## config.mk

```make
export PLATFORM = sky130hd
export DESIGN_NAME = fcl_ext_encoder
export DESIGN_NICKNAME = d
export VERILOG_FILES = /design/src/fcl_pkg.sv /design/src/quad_edge_decoder.sv /design/src/fcl_ext_encoder.sv
export SDC_FILE = /design/constraint.sdc
export NUM_CORES = 2
export LEC_CHECK = 0
export BUFFER_PORTS_ARGS = -buffer_cell sky130_fd_sc_hd__buf_2
export CELL_PAD_IN_SITES_DETAIL_PLACEMENT = 0
export CELL_PAD_IN_SITES_GLOBAL_PLACEMENT = 2
export CORE_ASPECT_RATIO = 0.7
export CORE_MARGIN = 4
export CORE_UTILIZATION = 43
export CTS_CLUSTER_DIAMETER = 40
export DETAILED_ROUTE_END_ITERATION = 6
export PLACE_DENSITY = 0.95
export SYNTH_ARGS = -nofsm -noshare
export SYNTH_HDL_FRONTEND = slang
export SYNTH_SLANG_ARGS = --single-unit
```

## constraint.sdc

```tcl
create_clock -name i_sys_clk -period 13.9 [get_ports i_sys_clk]
set_clock_uncertainty 0.2 [all_clocks]
set_input_delay 2.085 -clock i_sys_clk [delete_from_list [all_inputs] [get_ports i_sys_clk]]
set_output_delay 2.085 -clock i_sys_clk [all_outputs]
set_load 0.02 [all_outputs]
```

## src/fcl_pkg.sv

```systemverilog
package fcl_pkg;
  // field widths of the settings
  localparam int RES_W = 21;  // load edges per motor revolution
  localparam int DIV_W = 15;  // divided output pulses per revolution
  localparam int THR_W = 28;  // deviation threshold
  localparam int DEC_W = 7;   // decay coefficient in percent
  localparam int POS_W = 32;  // position and deviation counters
  localparam int ACC_W = 24;  // divided output phase accumulator
  localparam int CFG_W = 7;   // selection and direction bits

  // register byte offsets on the bus
  localparam logic [7:0] OFF_CFG = 8'h00;       // selection shadow
  localparam logic [7:0] OFF_RES = 8'h04;       // resolution shadow
  localparam logic [7:0] OFF_DIV = 8'h08;       // pulse count shadow
  localparam logic [7:0] OFF_THR = 8'h0C;       // threshold, live
  localparam logic [7:0] OFF_DEC = 8'h10;       // decay coefficient, live
  localparam logic [7:0] OFF_CTRL = 8'h14;      // bit 0 restarts
  localparam logic [7:0] OFF_LOAD_POS = 8'h18;  // load position
  localparam logic [7:0] OFF_DEV = 8'h1C;       // accumulated deviation
  localparam logic [7:0] OFF_IRQ_STAT = 8'h20;  // sticky events
  localparam logic [7:0] OFF_IRQ_MASK = 8'h24;  // event enables
  localparam logic [7:0] OFF_ACTIVE = 8'h28;    // latched selection

  // bit positions in the selection word
  localparam int CFG_SEL_LSB = 0;   // two bits: encoder selection
  localparam int CFG_SRC_BIT = 2;   // divided output source
  localparam int CFG_PINV_BIT = 3;  // divided output phase invert, load source only
  localparam int CFG_DINV_BIT = 4;  // load count direction invert
  localparam int CFG_ROT_BIT = 5;   // motor rotation direction
  localparam int CFG_IDX_BIT = 6;   // load index setting, stored only
  localparam int CTRL_RESTART_BIT = 0;

  // interrupt status bits
  localparam int IRQ_W = 2;
  localparam int IRQ_ALARM_BIT = 0;  // deviation overflow raised
  localparam int IRQ_REV_BIT = 1;    // motor revolution completed

  // encoder selection codes
  localparam logic [1:0] SEL_NONE = 2'h0;    // semi-closed loop
  localparam logic [1:0] SEL_CLOSED = 2'h1;  // load closes the loop
  localparam logic [1:0] SEL_COUNT = 2'h2;   // load counted only

  // values after reset and limits
  localparam logic [CFG_W-1:0] CFG_DEF = 7'h00;
  localparam logic [RES_W-1:0] RES_DEF = 21'h002710;  // 10000
  localparam logic [RES_W-1:0] RES_MIN = 21'h000001;
  localparam logic [RES_W-1:0] RES_MAX = 21'h100000;  // 1048576
  localparam logic [DIV_W-1:0] DIV_DEF = 15'h4000;    // 16384
  localparam logic [DIV_W-1:0] DIV_MIN = 15'h0010;    // 16
  localparam logic [DIV_W-1:0] DIV_MAX = 15'h4000;    // 16384
  localparam logic [THR_W-1:0] THR_DEF = 28'h00003E8; // 1000
  localparam logic [THR_W-1:0] THR_MAX = 28'h8000000; // 134217728
  localparam logic [DEC_W-1:0] DEC_DEF = 7'h00;
  localparam logic [DEC_W-1:0] DEC_FULL = 7'h64;      // 100 percent
  localparam logic [IRQ_W-1:0] MASK_DEF = 2'h0;
endpackage

```

## src/quad_edge_decoder.sv

```systemverilog
module quad_edge_decoder
  import fcl_pkg::*;
(
  // clock and synchronised reset
  input wire logic i_sys_clk,
  input wire logic i_rst_n,
  // quadrature pins from outside the clock domain
  input wire logic i_a,
  input wire logic i_b,
  // one pulse per accepted edge, with its direction
  output logic o_step,
  output logic o_up
);
  logic [2:0] sync_r [2];   // three-stage synchroniser per channel
  logic [1:0] stable_r;     // accepted level of a (1) and b (0)
  logic [1:0] stable_nxt;
  logic [1:0] pins;

  assign pins = {i_a, i_b};

  // a change is taken only when stages two and three agree
  for (genvar g = 0; g < 2; g++) begin : g_sync
    always_ff @(posedge i_sys_clk or negedge i_rst_n) begin
      if (!i_rst_n) begin
        sync_r[g] <= 3'h0;
      end else begin
        sync_r[g] <= {sync_r[g][1:0], pins[g]};
      end
    end
    assign stable_nxt[g] = (sync_r[g][1] == sync_r[g][2]) ?
                           sync_r[g][2] : stable_r[g];
  end

  // one channel moving is one edge; both moving at once is dropped
  // since its direction cannot be known
  wire [1:0] diff = stable_nxt ^ stable_r;
  wire one_edge = diff[0] ^ diff[1];
  // a leading b counts up: a new a differs from b, or a new b equals a
  wire dir_up = diff[1] ? (stable_nxt[1] != stable_r[0])
                        : (stable_nxt[0] == stable_r[1]);

  // every single-channel edge counts, four per pulse period
  always_ff @(posedge i_sys_clk or negedge i_rst_n) begin
    if (!i_rst_n) begin
      stable_r <= 2'h0;
      o_step <= 1'b0;
      o_up <= 1'b0;
    end else begin
      stable_r <= stable_nxt;
      o_step <= one_edge;
      o_up <= dir_up;
    end
  end
endmodule

```

## src/fcl_ext_encoder.sv

```systemverilog
// Function
// select 1 closes loop, 2 counts only
// select 0 means no load encoder
// resolution 1 to 1048576, default 10000
// every quadrature edge counts, four per period
// forward counts up, reverse counts down
// direction setting 0 mapping with invert
// direction setting 1 mapping with invert
// forward reference: phase b leads a
// source 1 uses load, optional phase invert
// divided count 16 to 16384, default 16384
// track motor minus load deviation continuously
// alarm when deviation exceeds live threshold
// decay coefficient 0 to 100 percent, live
// coefficient 0 leaves deviation untouched
// each revolution scales deviation by 1-c/100
// structure latched at restart, limits live
module fcl_ext_encoder
  import fcl_pkg::*;
(
  // clock and reset
  input wire logic i_sys_clk,
  input wire logic i_arst_n,
  // ahb-lite register slave
  input wire logic i_hsel,
  input wire logic [31:0] i_haddr,
  input wire logic [1:0] i_htrans,
  input wire logic i_hwrite,
  input wire logic [2:0] i_hsize,
  input wire logic [31:0] i_hwdata,
  input wire logic i_hready,
  output logic [31:0] o_hrdata,
  output logic o_hreadyout,
  output logic o_hresp,
  // load encoder pins
  input wire logic i_load_enc_a,
  input wire logic i_load_enc_b,
  // motor encoder feedback, one pulse per load-scaled count
  input wire logic i_motor_step,
  input wire logic i_motor_fwd,
  // divided pulse output and status
  output logic o_div_a,
  output logic o_div_b,
  output logic o_fb_use_load,
  output logic [POS_W-1:0] o_load_pos,
  output logic o_deviation_overflow_alarm,
  output logic o_irq
);
  // reset release through two flip-flops
  logic [1:0] rst_sync_r;
  always_ff @(posedge i_sys_clk or negedge i_arst_n) begin
    if (!i_arst_n) begin
      rst_sync_r <= 2'h0;
    end else begin
      rst_sync_r <= {rst_sync_r[0], 1'b1};
    end
  end
  wire rst_n = rst_sync_r[1];

  // address compare used by both decode paths
  function automatic logic hit(input logic [7:0] a, input logic [7:0] o);
    return a == o;
  endfunction

  // bus: accepted address phase, then data phase one cycle later
  logic dph_wr_r;              // write data phase pending
  logic [7:0] dph_addr_r;      // its word address
  wire ahb_go = i_hsel & i_htrans[1] & i_hready;
  wire [7:0] a_addr = {i_haddr[7:2], 2'b00};
  wire rd_go = ahb_go & ~i_hwrite;
  wire wr_en = dph_wr_r;
  wire wr_cfg = wr_en & hit(dph_addr_r, OFF_CFG);
  wire wr_res = wr_en & hit(dph_addr_r, OFF_RES);
  wire wr_div = wr_en & hit(dph_addr_r, OFF_DIV);
  wire wr_thr = wr_en & hit(dph_addr_r, OFF_THR);
  wire wr_dec = wr_en & hit(dph_addr_r, OFF_DEC);
  wire wr_mask = wr_en & hit(dph_addr_r, OFF_IRQ_MASK);
  wire restart = wr_en & hit(dph_addr_r, OFF_CTRL)
                 & i_hwdata[CTRL_RESTART_BIT];
  wire rd_stat = rd_go & hit(a_addr, OFF_IRQ_STAT);

  always_ff @(posedge i_sys_clk or negedge rst_n) begin
    if (!rst_n) begin
      dph_wr_r <= 1'b0;
      dph_addr_r <= 8'h00;
    end else begin
      dph_wr_r <= ahb_go & i_hwrite;
      dph_addr_r <= ahb_go ? a_addr : dph_addr_r;
    end
  end

  // software-written settings: shadows and the two live limits
  logic [CFG_W-1:0] cfg_sh_r;
  logic [RES_W-1:0] res_sh_r;
  logic [DIV_W-1:0] div_sh_r;
  logic [THR_W-1:0] thr_r;
  logic [DEC_W-1:0] dec_r;
  logic [IRQ_W-1:0] mask_r;
  // values clamped into range on the way in
  wire [RES_W-1:0] res_in = i_hwdata[RES_W-1:0];
  wire [DIV_W-1:0] div_in = i_hwdata[DIV_W-1:0];
  wire [THR_W-1:0] thr_in = i_hwdata[THR_W-1:0];
  wire [DEC_W-1:0] dec_in = i_hwdata[DEC_W-1:0];
  wire res_big = (|i_hwdata[31:RES_W]) | (res_in > RES_MAX);
  wire [RES_W-1:0] res_ok = res_big ? RES_MAX :
                            (res_in < RES_MIN) ? RES_MIN : res_in;
  wire div_big = (|i_hwdata[31:DIV_W]) | (div_in > DIV_MAX);
  wire [DIV_W-1:0] div_ok = div_big ? DIV_MAX :
                            (div_in < DIV_MIN) ? DIV_MIN : div_in;
  wire [THR_W-1:0] thr_ok = ((|i_hwdata[31:THR_W]) | (thr_in > THR_MAX))
                            ? THR_MAX : thr_in;
  wire [DEC_W-1:0] dec_ok = ((|i_hwdata[31:DEC_W]) | (dec_in > DEC_FULL))
                            ? DEC_FULL : dec_in;

  always_ff @(posedge i_sys_clk or negedge rst_n) begin
    if (!rst_n) begin
      cfg_sh_r <= CFG_DEF;
      res_sh_r <= RES_DEF;
      div_sh_r <= DIV_DEF;
      thr_r <= THR_DEF;
      dec_r <= DEC_DEF;
      mask_r <= MASK_DEF;
    end else begin
      if (wr_cfg) cfg_sh_r <= i_hwdata[CFG_W-1:0];
      if (wr_res) res_sh_r <= res_ok;
      if (wr_div) div_sh_r <= div_ok;
      if (wr_thr) thr_r <= thr_ok;   // used from the next compare
      if (wr_dec) dec_r <= dec_ok;   // used at the next revolution
      if (wr_mask) mask_r <= i_hwdata[IRQ_W-1:0];
    end
  end

  // active structure: copied from the shadows only at restart, so a
  // half-written setup never reaches the counters
  logic [CFG_W-1:0] cfg_r;
  logic [RES_W-1:0] res_r;
  logic [DIV_W-1:0] div_r;
  always_ff @(posedge i_sys_clk or negedge rst_n) begin
    if (!rst_n) begin
      cfg_r <= CFG_DEF;
      res_r <= RES_DEF;
      div_r <= DIV_DEF;
    end else if (restart) begin
      cfg_r <= cfg_sh_r;
      res_r <= res_sh_r;
      div_r <= div_sh_r;
    end
  end
  wire [1:0] sel = cfg_r[CFG_SEL_LSB +: 2];
  wire src_load = cfg_r[CFG_SRC_BIT];
  wire pinv = cfg_r[CFG_PINV_BIT];
  wire dinv = cfg_r[CFG_DINV_BIT];
  wire rot = cfg_r[CFG_ROT_BIT];
  // code 3 is out of range and behaves as no encoder
  wire closed = (sel == SEL_CLOSED);
  wire cnt_en = closed | (sel == SEL_COUNT);
  assign o_fb_use_load = closed;

  // load encoder edges
  logic q_step;
  logic q_up;
  quad_edge_decoder u_quad (
    .i_sys_clk(i_sys_clk),
    .i_rst_n(rst_n),
    .i_a(i_load_enc_a),
    .i_b(i_load_enc_b),
    .o_step(q_step),
    .o_up(q_up)
  );
  wire load_step = q_step & cnt_en;
  // invert flips the count sense of the load encoder
  wire load_up = q_up ^ dinv;
  // rotation setting 1 turns a forward reference into reverse movement
  wire load_ref_fwd = load_up ^ rot;

  // load position counter
  logic [POS_W-1:0] load_pos_r;
  always_ff @(posedge i_sys_clk or negedge rst_n) begin
    if (!rst_n) begin
      load_pos_r <= '0;
    end else if (restart) begin
      load_pos_r <= '0;
    end else if (load_step) begin
      load_pos_r <= load_up ? load_pos_r + 1'b1 : load_pos_r - 1'b1;
    end
  end
  assign o_load_pos = load_pos_r;

  // motor revolution counter, in load edges per revolution
  logic [RES_W-1:0] rev_cnt_r;
  wire rev_up_wrap = i_motor_step & i_motor_fwd & (rev_cnt_r == res_r - 1'b1);
  wire rev_dn_wrap = i_motor_step & ~i_motor_fwd & (rev_cnt_r == '0);
  wire rev_done = rev_up_wrap | rev_dn_wrap;
  always_ff @(posedge i_sys_clk or negedge rst_n) begin
    if (!rst_n) begin
      rev_cnt_r <= '0;
    end else if (restart | rev_up_wrap) begin
      rev_cnt_r <= '0;
    end else if (rev_dn_wrap) begin
      rev_cnt_r <= res_r - 1'b1;
    end else if (i_motor_step) begin
      rev_cnt_r <= i_motor_fwd ? rev_cnt_r + 1'b1 : rev_cnt_r - 1'b1;
    end
  end

  // deviation: motor minus load, both in the reference frame
  function automatic logic signed [POS_W-1:0] decay(
      input logic signed [POS_W-1:0] d, input logic [DEC_W-1:0] c);
    logic signed [POS_W+DEC_W:0] p;
    p = d * $signed({1'b0, DEC_FULL - c});
    return POS_W'(p / $signed({1'b0, DEC_FULL}));
  endfunction
  logic signed [POS_W-1:0] dev_r;
  wire signed [POS_W-1:0] m_d = !i_motor_step ? '0 :
                                 i_motor_fwd ? 32'sh1 : -32'sh1;
  wire signed [POS_W-1:0] l_d = !load_step ? '0 :
                                 load_ref_fwd ? 32'sh1 : -32'sh1;
  wire signed [POS_W-1:0] dev_sum = dev_r + m_d - l_d;
  wire signed [POS_W-1:0] dev_nxt = (rev_done && dec_r != '0)
                                     ? decay(dev_sum, dec_r)
                                     : dev_sum;
  always_ff @(posedge i_sys_clk or negedge rst_n) begin
    if (!rst_n) begin
      dev_r <= '0;
    end else begin
      dev_r <= (restart | ~closed) ? '0 : dev_nxt;
    end
  end
  wire [POS_W-1:0] dev_abs = dev_r[POS_W-1] ? POS_W'(-dev_r)
                                             : POS_W'(dev_r);
  wire over = closed & (dev_abs > {{(POS_W-THR_W){1'b0}}, thr_r});

  // the alarm holds until the next restart
  logic alarm_r;
  always_ff @(posedge i_sys_clk or negedge rst_n) begin
    if (!rst_n) begin
      alarm_r <= 1'b0;
    end else begin
      alarm_r <= restart ? 1'b0 : (alarm_r | over);
    end
  end
  assign o_deviation_overflow_alarm = alarm_r;

  // sticky events, cleared by a status read; a new event wins
  logic [IRQ_W-1:0] stat_r;
  wire [IRQ_W-1:0] stat_set = {rev_done, over & ~alarm_r};
  wire [IRQ_W-1:0] stat_nxt = (stat_r & {IRQ_W{~rd_stat}}) | stat_set;
  always_ff @(posedge i_sys_clk or negedge rst_n) begin
    if (!rst_n) begin
      stat_r <= '0;
    end else begin
      stat_r <= stat_nxt;
    end
  end
  assign o_irq = |(stat_r & mask_r);

  // divided output: scale source edges by 4*count/resolution
  logic signed [ACC_W-1:0] acc_r;
  logic [1:0] ph_r;          // two-bit phase count; forward goes 00,01,10,11
  logic div_a_r;
  logic div_b_r;
  wire e_step = src_load ? load_step : i_motor_step;
  wire e_fwd = src_load ? load_ref_fwd : i_motor_fwd;
  wire signed [ACC_W-1:0] inc = $signed(ACC_W'({div_r, 2'b00}));
  wire signed [ACC_W-1:0] res_s = $signed(ACC_W'(res_r));
  wire signed [ACC_W-1:0] acc_in = !e_step ? acc_r :
                                    e_fwd ? acc_r + inc : acc_r - inc;
  // one output edge per clock at most: a very fast source lags behind
  wire out_fwd = acc_in >= res_s;
  wire out_rev = acc_in <= -res_s;
  wire [1:0] ph_nxt = out_fwd ? ph_r + 2'h1 :
                      out_rev ? ph_r - 2'h1 : ph_r;
  wire inv = src_load & pinv;
  always_ff @(posedge i_sys_clk or negedge rst_n) begin
    if (!rst_n) begin
      acc_r <= '0;
      ph_r <= 2'h0;
      div_a_r <= 1'b0;
      div_b_r <= 1'b0;
    end else begin
      acc_r <= restart ? '0 : out_fwd ? acc_in - res_s :
               out_rev ? acc_in + res_s : acc_in;
      ph_r <= restart ? 2'h0 : ph_nxt;
      div_a_r <= ph_nxt[1] ^ inv;
      div_b_r <= (ph_nxt[1] ^ ph_nxt[0]) ^ inv;
    end
  end
  assign o_div_a = div_a_r;
  assign o_div_b = div_b_r;

  // read mux and data phase answer; unmapped reads as zero
  wire [31:0] rd_mux =
    hit(a_addr, OFF_CFG) ? 32'(cfg_sh_r) :
    hit(a_addr, OFF_RES) ? 32'(res_sh_r) :
    hit(a_addr, OFF_DIV) ? 32'(div_sh_r) :
    hit(a_addr, OFF_THR) ? 32'(thr_r) :
    hit(a_addr, OFF_DEC) ? 32'(dec_r) :
    hit(a_addr, OFF_LOAD_POS) ? load_pos_r :
    hit(a_addr, OFF_DEV) ? dev_r :
    hit(a_addr, OFF_IRQ_STAT) ? 32'(stat_r) :
    hit(a_addr, OFF_IRQ_MASK) ? 32'(mask_r) :
    hit(a_addr, OFF_ACTIVE) ? 32'(cfg_r) : 32'h0000_0000;
  logic [31:0] hrdata_r;
  always_ff @(posedge i_sys_clk or negedge rst_n) begin
    if (!rst_n) begin
      hrdata_r <= 32'h0000_0000;
    end else if (rd_go) begin
      hrdata_r <= rd_mux;
    end
  end
  assign o_hrdata = hrdata_r;
  assign o_hreadyout = 1'b1;   // zero wait states
  assign o_hresp = 1'b0;       // always okay
endmodule

```

==> flow_summary_export.csv <==
group,metric,value,unit
setup_path,cp_max_fo,7,
route,drcViolationCount,1,
die,io_pins,149,
route,avgRoutedWirePerCell,20.3,microns
sta,max_freq,31.3,MHz
flow_run,maxCapViolations,0,
outcome,failed_checks,"DRC, setup timing",
yosys,yosysTopAreaCell,"dfrtp_1",
grt,overflow,0,
sta,setup_viol,32,
finish,final_common_cell,"buf_4",
setup_path,crit_slowest_cell,"fa_1",
route,drtIter0Drc,4092,
yosys,ys_seq_area_share,18.2,%
clock_network,cts_tree,"yes",
finish,n_antenna_cell,0,
finish,fin_area,0.0563,sq mm
sta,fin_crit,31.94,ns
setup_path,cp.arrival,32.22,ns
finish,nets,6774,
sta,final.setup.worst_slack,-18.04,ns
setup_path,crit_buf_inv,33,
yosys,synth_cells,4924,
setup_path,crit_type,"input pin to flop",
clock_network,cts_sinks,290,
clock_network,cts_buffers,37,
die,core-area,0.0922,sq mm
grt,grt_pass1_wl,236000,microns
route,ant_nets,0,
sta,hold_viol_final,0,
sta,layout_worst_path_cycle_share,230,%
grt,grtUsageTotal,29.2,%
route,dr_wl_met3,14100,microns
die,start_util,43.4,%
clock_network,cts.path.max_buffers,3,
finish,mostFrequentLayoutCells,"buf_4 (1254), nand2_1 (466), nor2_1 (443)",
grt,grt_pass1_vias,42200,
yosys,synth_area_leaders,"dfrtp_1 (17%), fa_1 (10%), ha_1 (8.9%)",
clock_network,h-tree-depth,2,
route,first_pass_iters,7,
yosys,async_reset_ff_share,100,%
yosys,synth.distinct_cells,163,
die,dieArea,0.0981,sq mm
yosys,synth_top_area_share,17.0,%
sta,max-slew-margin-rel,19.0,%
finish,drive_above_1_share,34.9,%
grt,grt_antenna_before_repair,5,
finish,fillers,7887,
route,routed_wl,152000,microns
yosys,ys_seq_elements,290,
outcome,outcome,"complete, but fails checks",
setup_path,cp-start-kind,"input pin",
finish,final_util,61.1,%
placement,numPortBuffers,116,
finish,register_area,0.00728,sq mm
yosys,yosysWarnings,0,
clock_network,clkTransAtPathRegs,0.06,ns
route,wl_met2,64400,microns
sta,grt_setup_unrepaired,"true",
placement,placed_cell_area,0.0506,sq mm
placement,pre_cts_slack,-18.96,ns
placement,gp_congestion,0.960,
finish,multi_input_area,0.0336,sq mm
route,vias,43400,
clock_network,clock-root-buffer,"clkbuf_16",
die,rows,93,
route,highest_layer,"met5",
clock_network,insertion_delay,0.57,ns
setup_path,cp.required,14.18,ns
hold_path,min_path_type,"flop to flop",
clock_network,ctsHoldBuffers,0,
yosys,synth_area,0.0400,sq mm
yosys,syn_avg_cell_area,8.13,sq um
die,dieWidth,373,microns
sta,drv_slew,0,
route,m1WireLength,70600,microns
yosys,synth-main-ff-cell,"dfrtp_1",
route,avgViaCountPerCell,5.81,
yosys,synth_edf_count,0,
die,die-height,263,microns
placement,dp_hpwl,116000,microns
finish,area_delta_synth_final,40.7,%
setup_path,cpPeakStageDelay,0.56,ns
setup_path,critPathTopFamily,"compound AO/OA/AOI/OAI gates",
grt,grt_max_degree,173,
sta,worstMarginPinSlew,1.21,ns
setup_path,endpoint_kind,"flop",
setup_path,cpMostUsedCell,"buf_4",
-- state kept, by name, indices dropped and copies added, names as in the netlist, 21 cells and up --
| name | flops |
|---|---|
| o_load_pos | 32 |
| rev_cnt_r | 21 |
| thr_r | 28 |
| res_r | 21 |
| res_sh_r | 21 |
| o_hrdata | 32 |
| acc_r | 24 |
| dev_r | 32 |
-- kinds of logic (layout without fill, tap and decap cells) --
kind of cell | after synthesis | count (layout) | share of synthesized area (%)
xor+xnor | 362 | 362 | 8.20
buf+inv | 653 | 1966 | 6.59
other cells | 2 | 3 | 0.0188
flops | 290 | 290 | 18.2
compound gates | 1509 | 1509 | 27.3
simple gates | 1523 | 1524 | 18.0
fa+ha+maj | 495 | 495 | 19.2
mux | 90 | 90 | 2.52
-- per-stage QoR --
| step | hold WS, ns | cells | setup TNS, ns |
|---|---|---|---|
| 2_1_floorplan | 0.131 | 4925 | -558.31 |
| 3_3_place_gp | 0.136 | 7222 | -567.26 |
| 3_5_place_dp | 0.136 | 7222 | -589.37 |
| 4_1_cts | 0.150 | 7416 | -525.81 |
| 5_1_grt | 0.168 | 7474 | -611.05 |
| 6_report | 0.147 | 7474 | -565.99 |
-- path summary, 6_finish.rpt --
path                                  startpoint  slack [ns]               end  depth (start not counted)
worst max register to register          cfg_r[4]      -17.39          dev_r[8]                        154
max in group asynchronous          rst_sync_r[1]       11.02         thr_r[10]                          2
worst min register to register  u_quad.sync_r[3]        0.15  u_quad.sync_r[4]                          0
min in group asynchronous          rst_sync_r[1]        0.24         acc_r[19]                          0
worst max-delay path                 i_motor_fwd      -18.04          dev_r[8]                        156
worst min-delay path            u_quad.sync_r[3]        0.15  u_quad.sync_r[4]                          0
-- final cells by class --
type,count,share of cell area (%)
Clock buffer,45,1.72
Multi-Input combinational cell,3983,59.7
Timing Repair Buffer,1439,19.3
Sequential cell,290,12.9
Tap cell,1235,2.74
Inverter,459,3.07
Clock inverter,23,0.524
-- synth_stat cells, drive strengths merged (41+ instances only) --
| library cell | count |
|---|---|
| a211oi | 87 |
| a21o | 61 |
| a21oi | 380 |
| a22o | 67 |
| a31oi | 48 |
| and2 | 47 |
| buf | 64 |
| clkbuf | 129 |
| dfrtp | 272 |
| fa | 202 |
| ha | 284 |
| inv | 458 |
| mux2i | 57 |
| nand2 | 487 |
| nand3 | 85 |
| nand4 | 53 |
| nor2 | 474 |
| nor3 | 120 |
| nor4 | 41 |
| o211ai | 55 |
| o21ai | 287 |
| o21bai | 107 |
| o31ai | 49 |
| xnor2 | 249 |
| xor2 | 113 |
-- metal layers --
metal	GRT usage [%]	vias to the layer above
met5	0	-
met4	3.93	2
met3	6.26	194
met2	43.3	1749
met1	44.4	21300
li1	-	20200
-- repair_timing --
| item | in CTS | in global routing |
|---|---|---|
| setup endpoints to repair | 32 | 32 |
| gates cloned | 2 | 0 |
| gates resized for setup | 354 | 224 |
| buffers inserted | 126 | 66 |
| pin swaps | 191 | 117 |
Power is not shown: default switching activity piles up to over one toggle a cycle in this logic, so the estimate is an artifact.
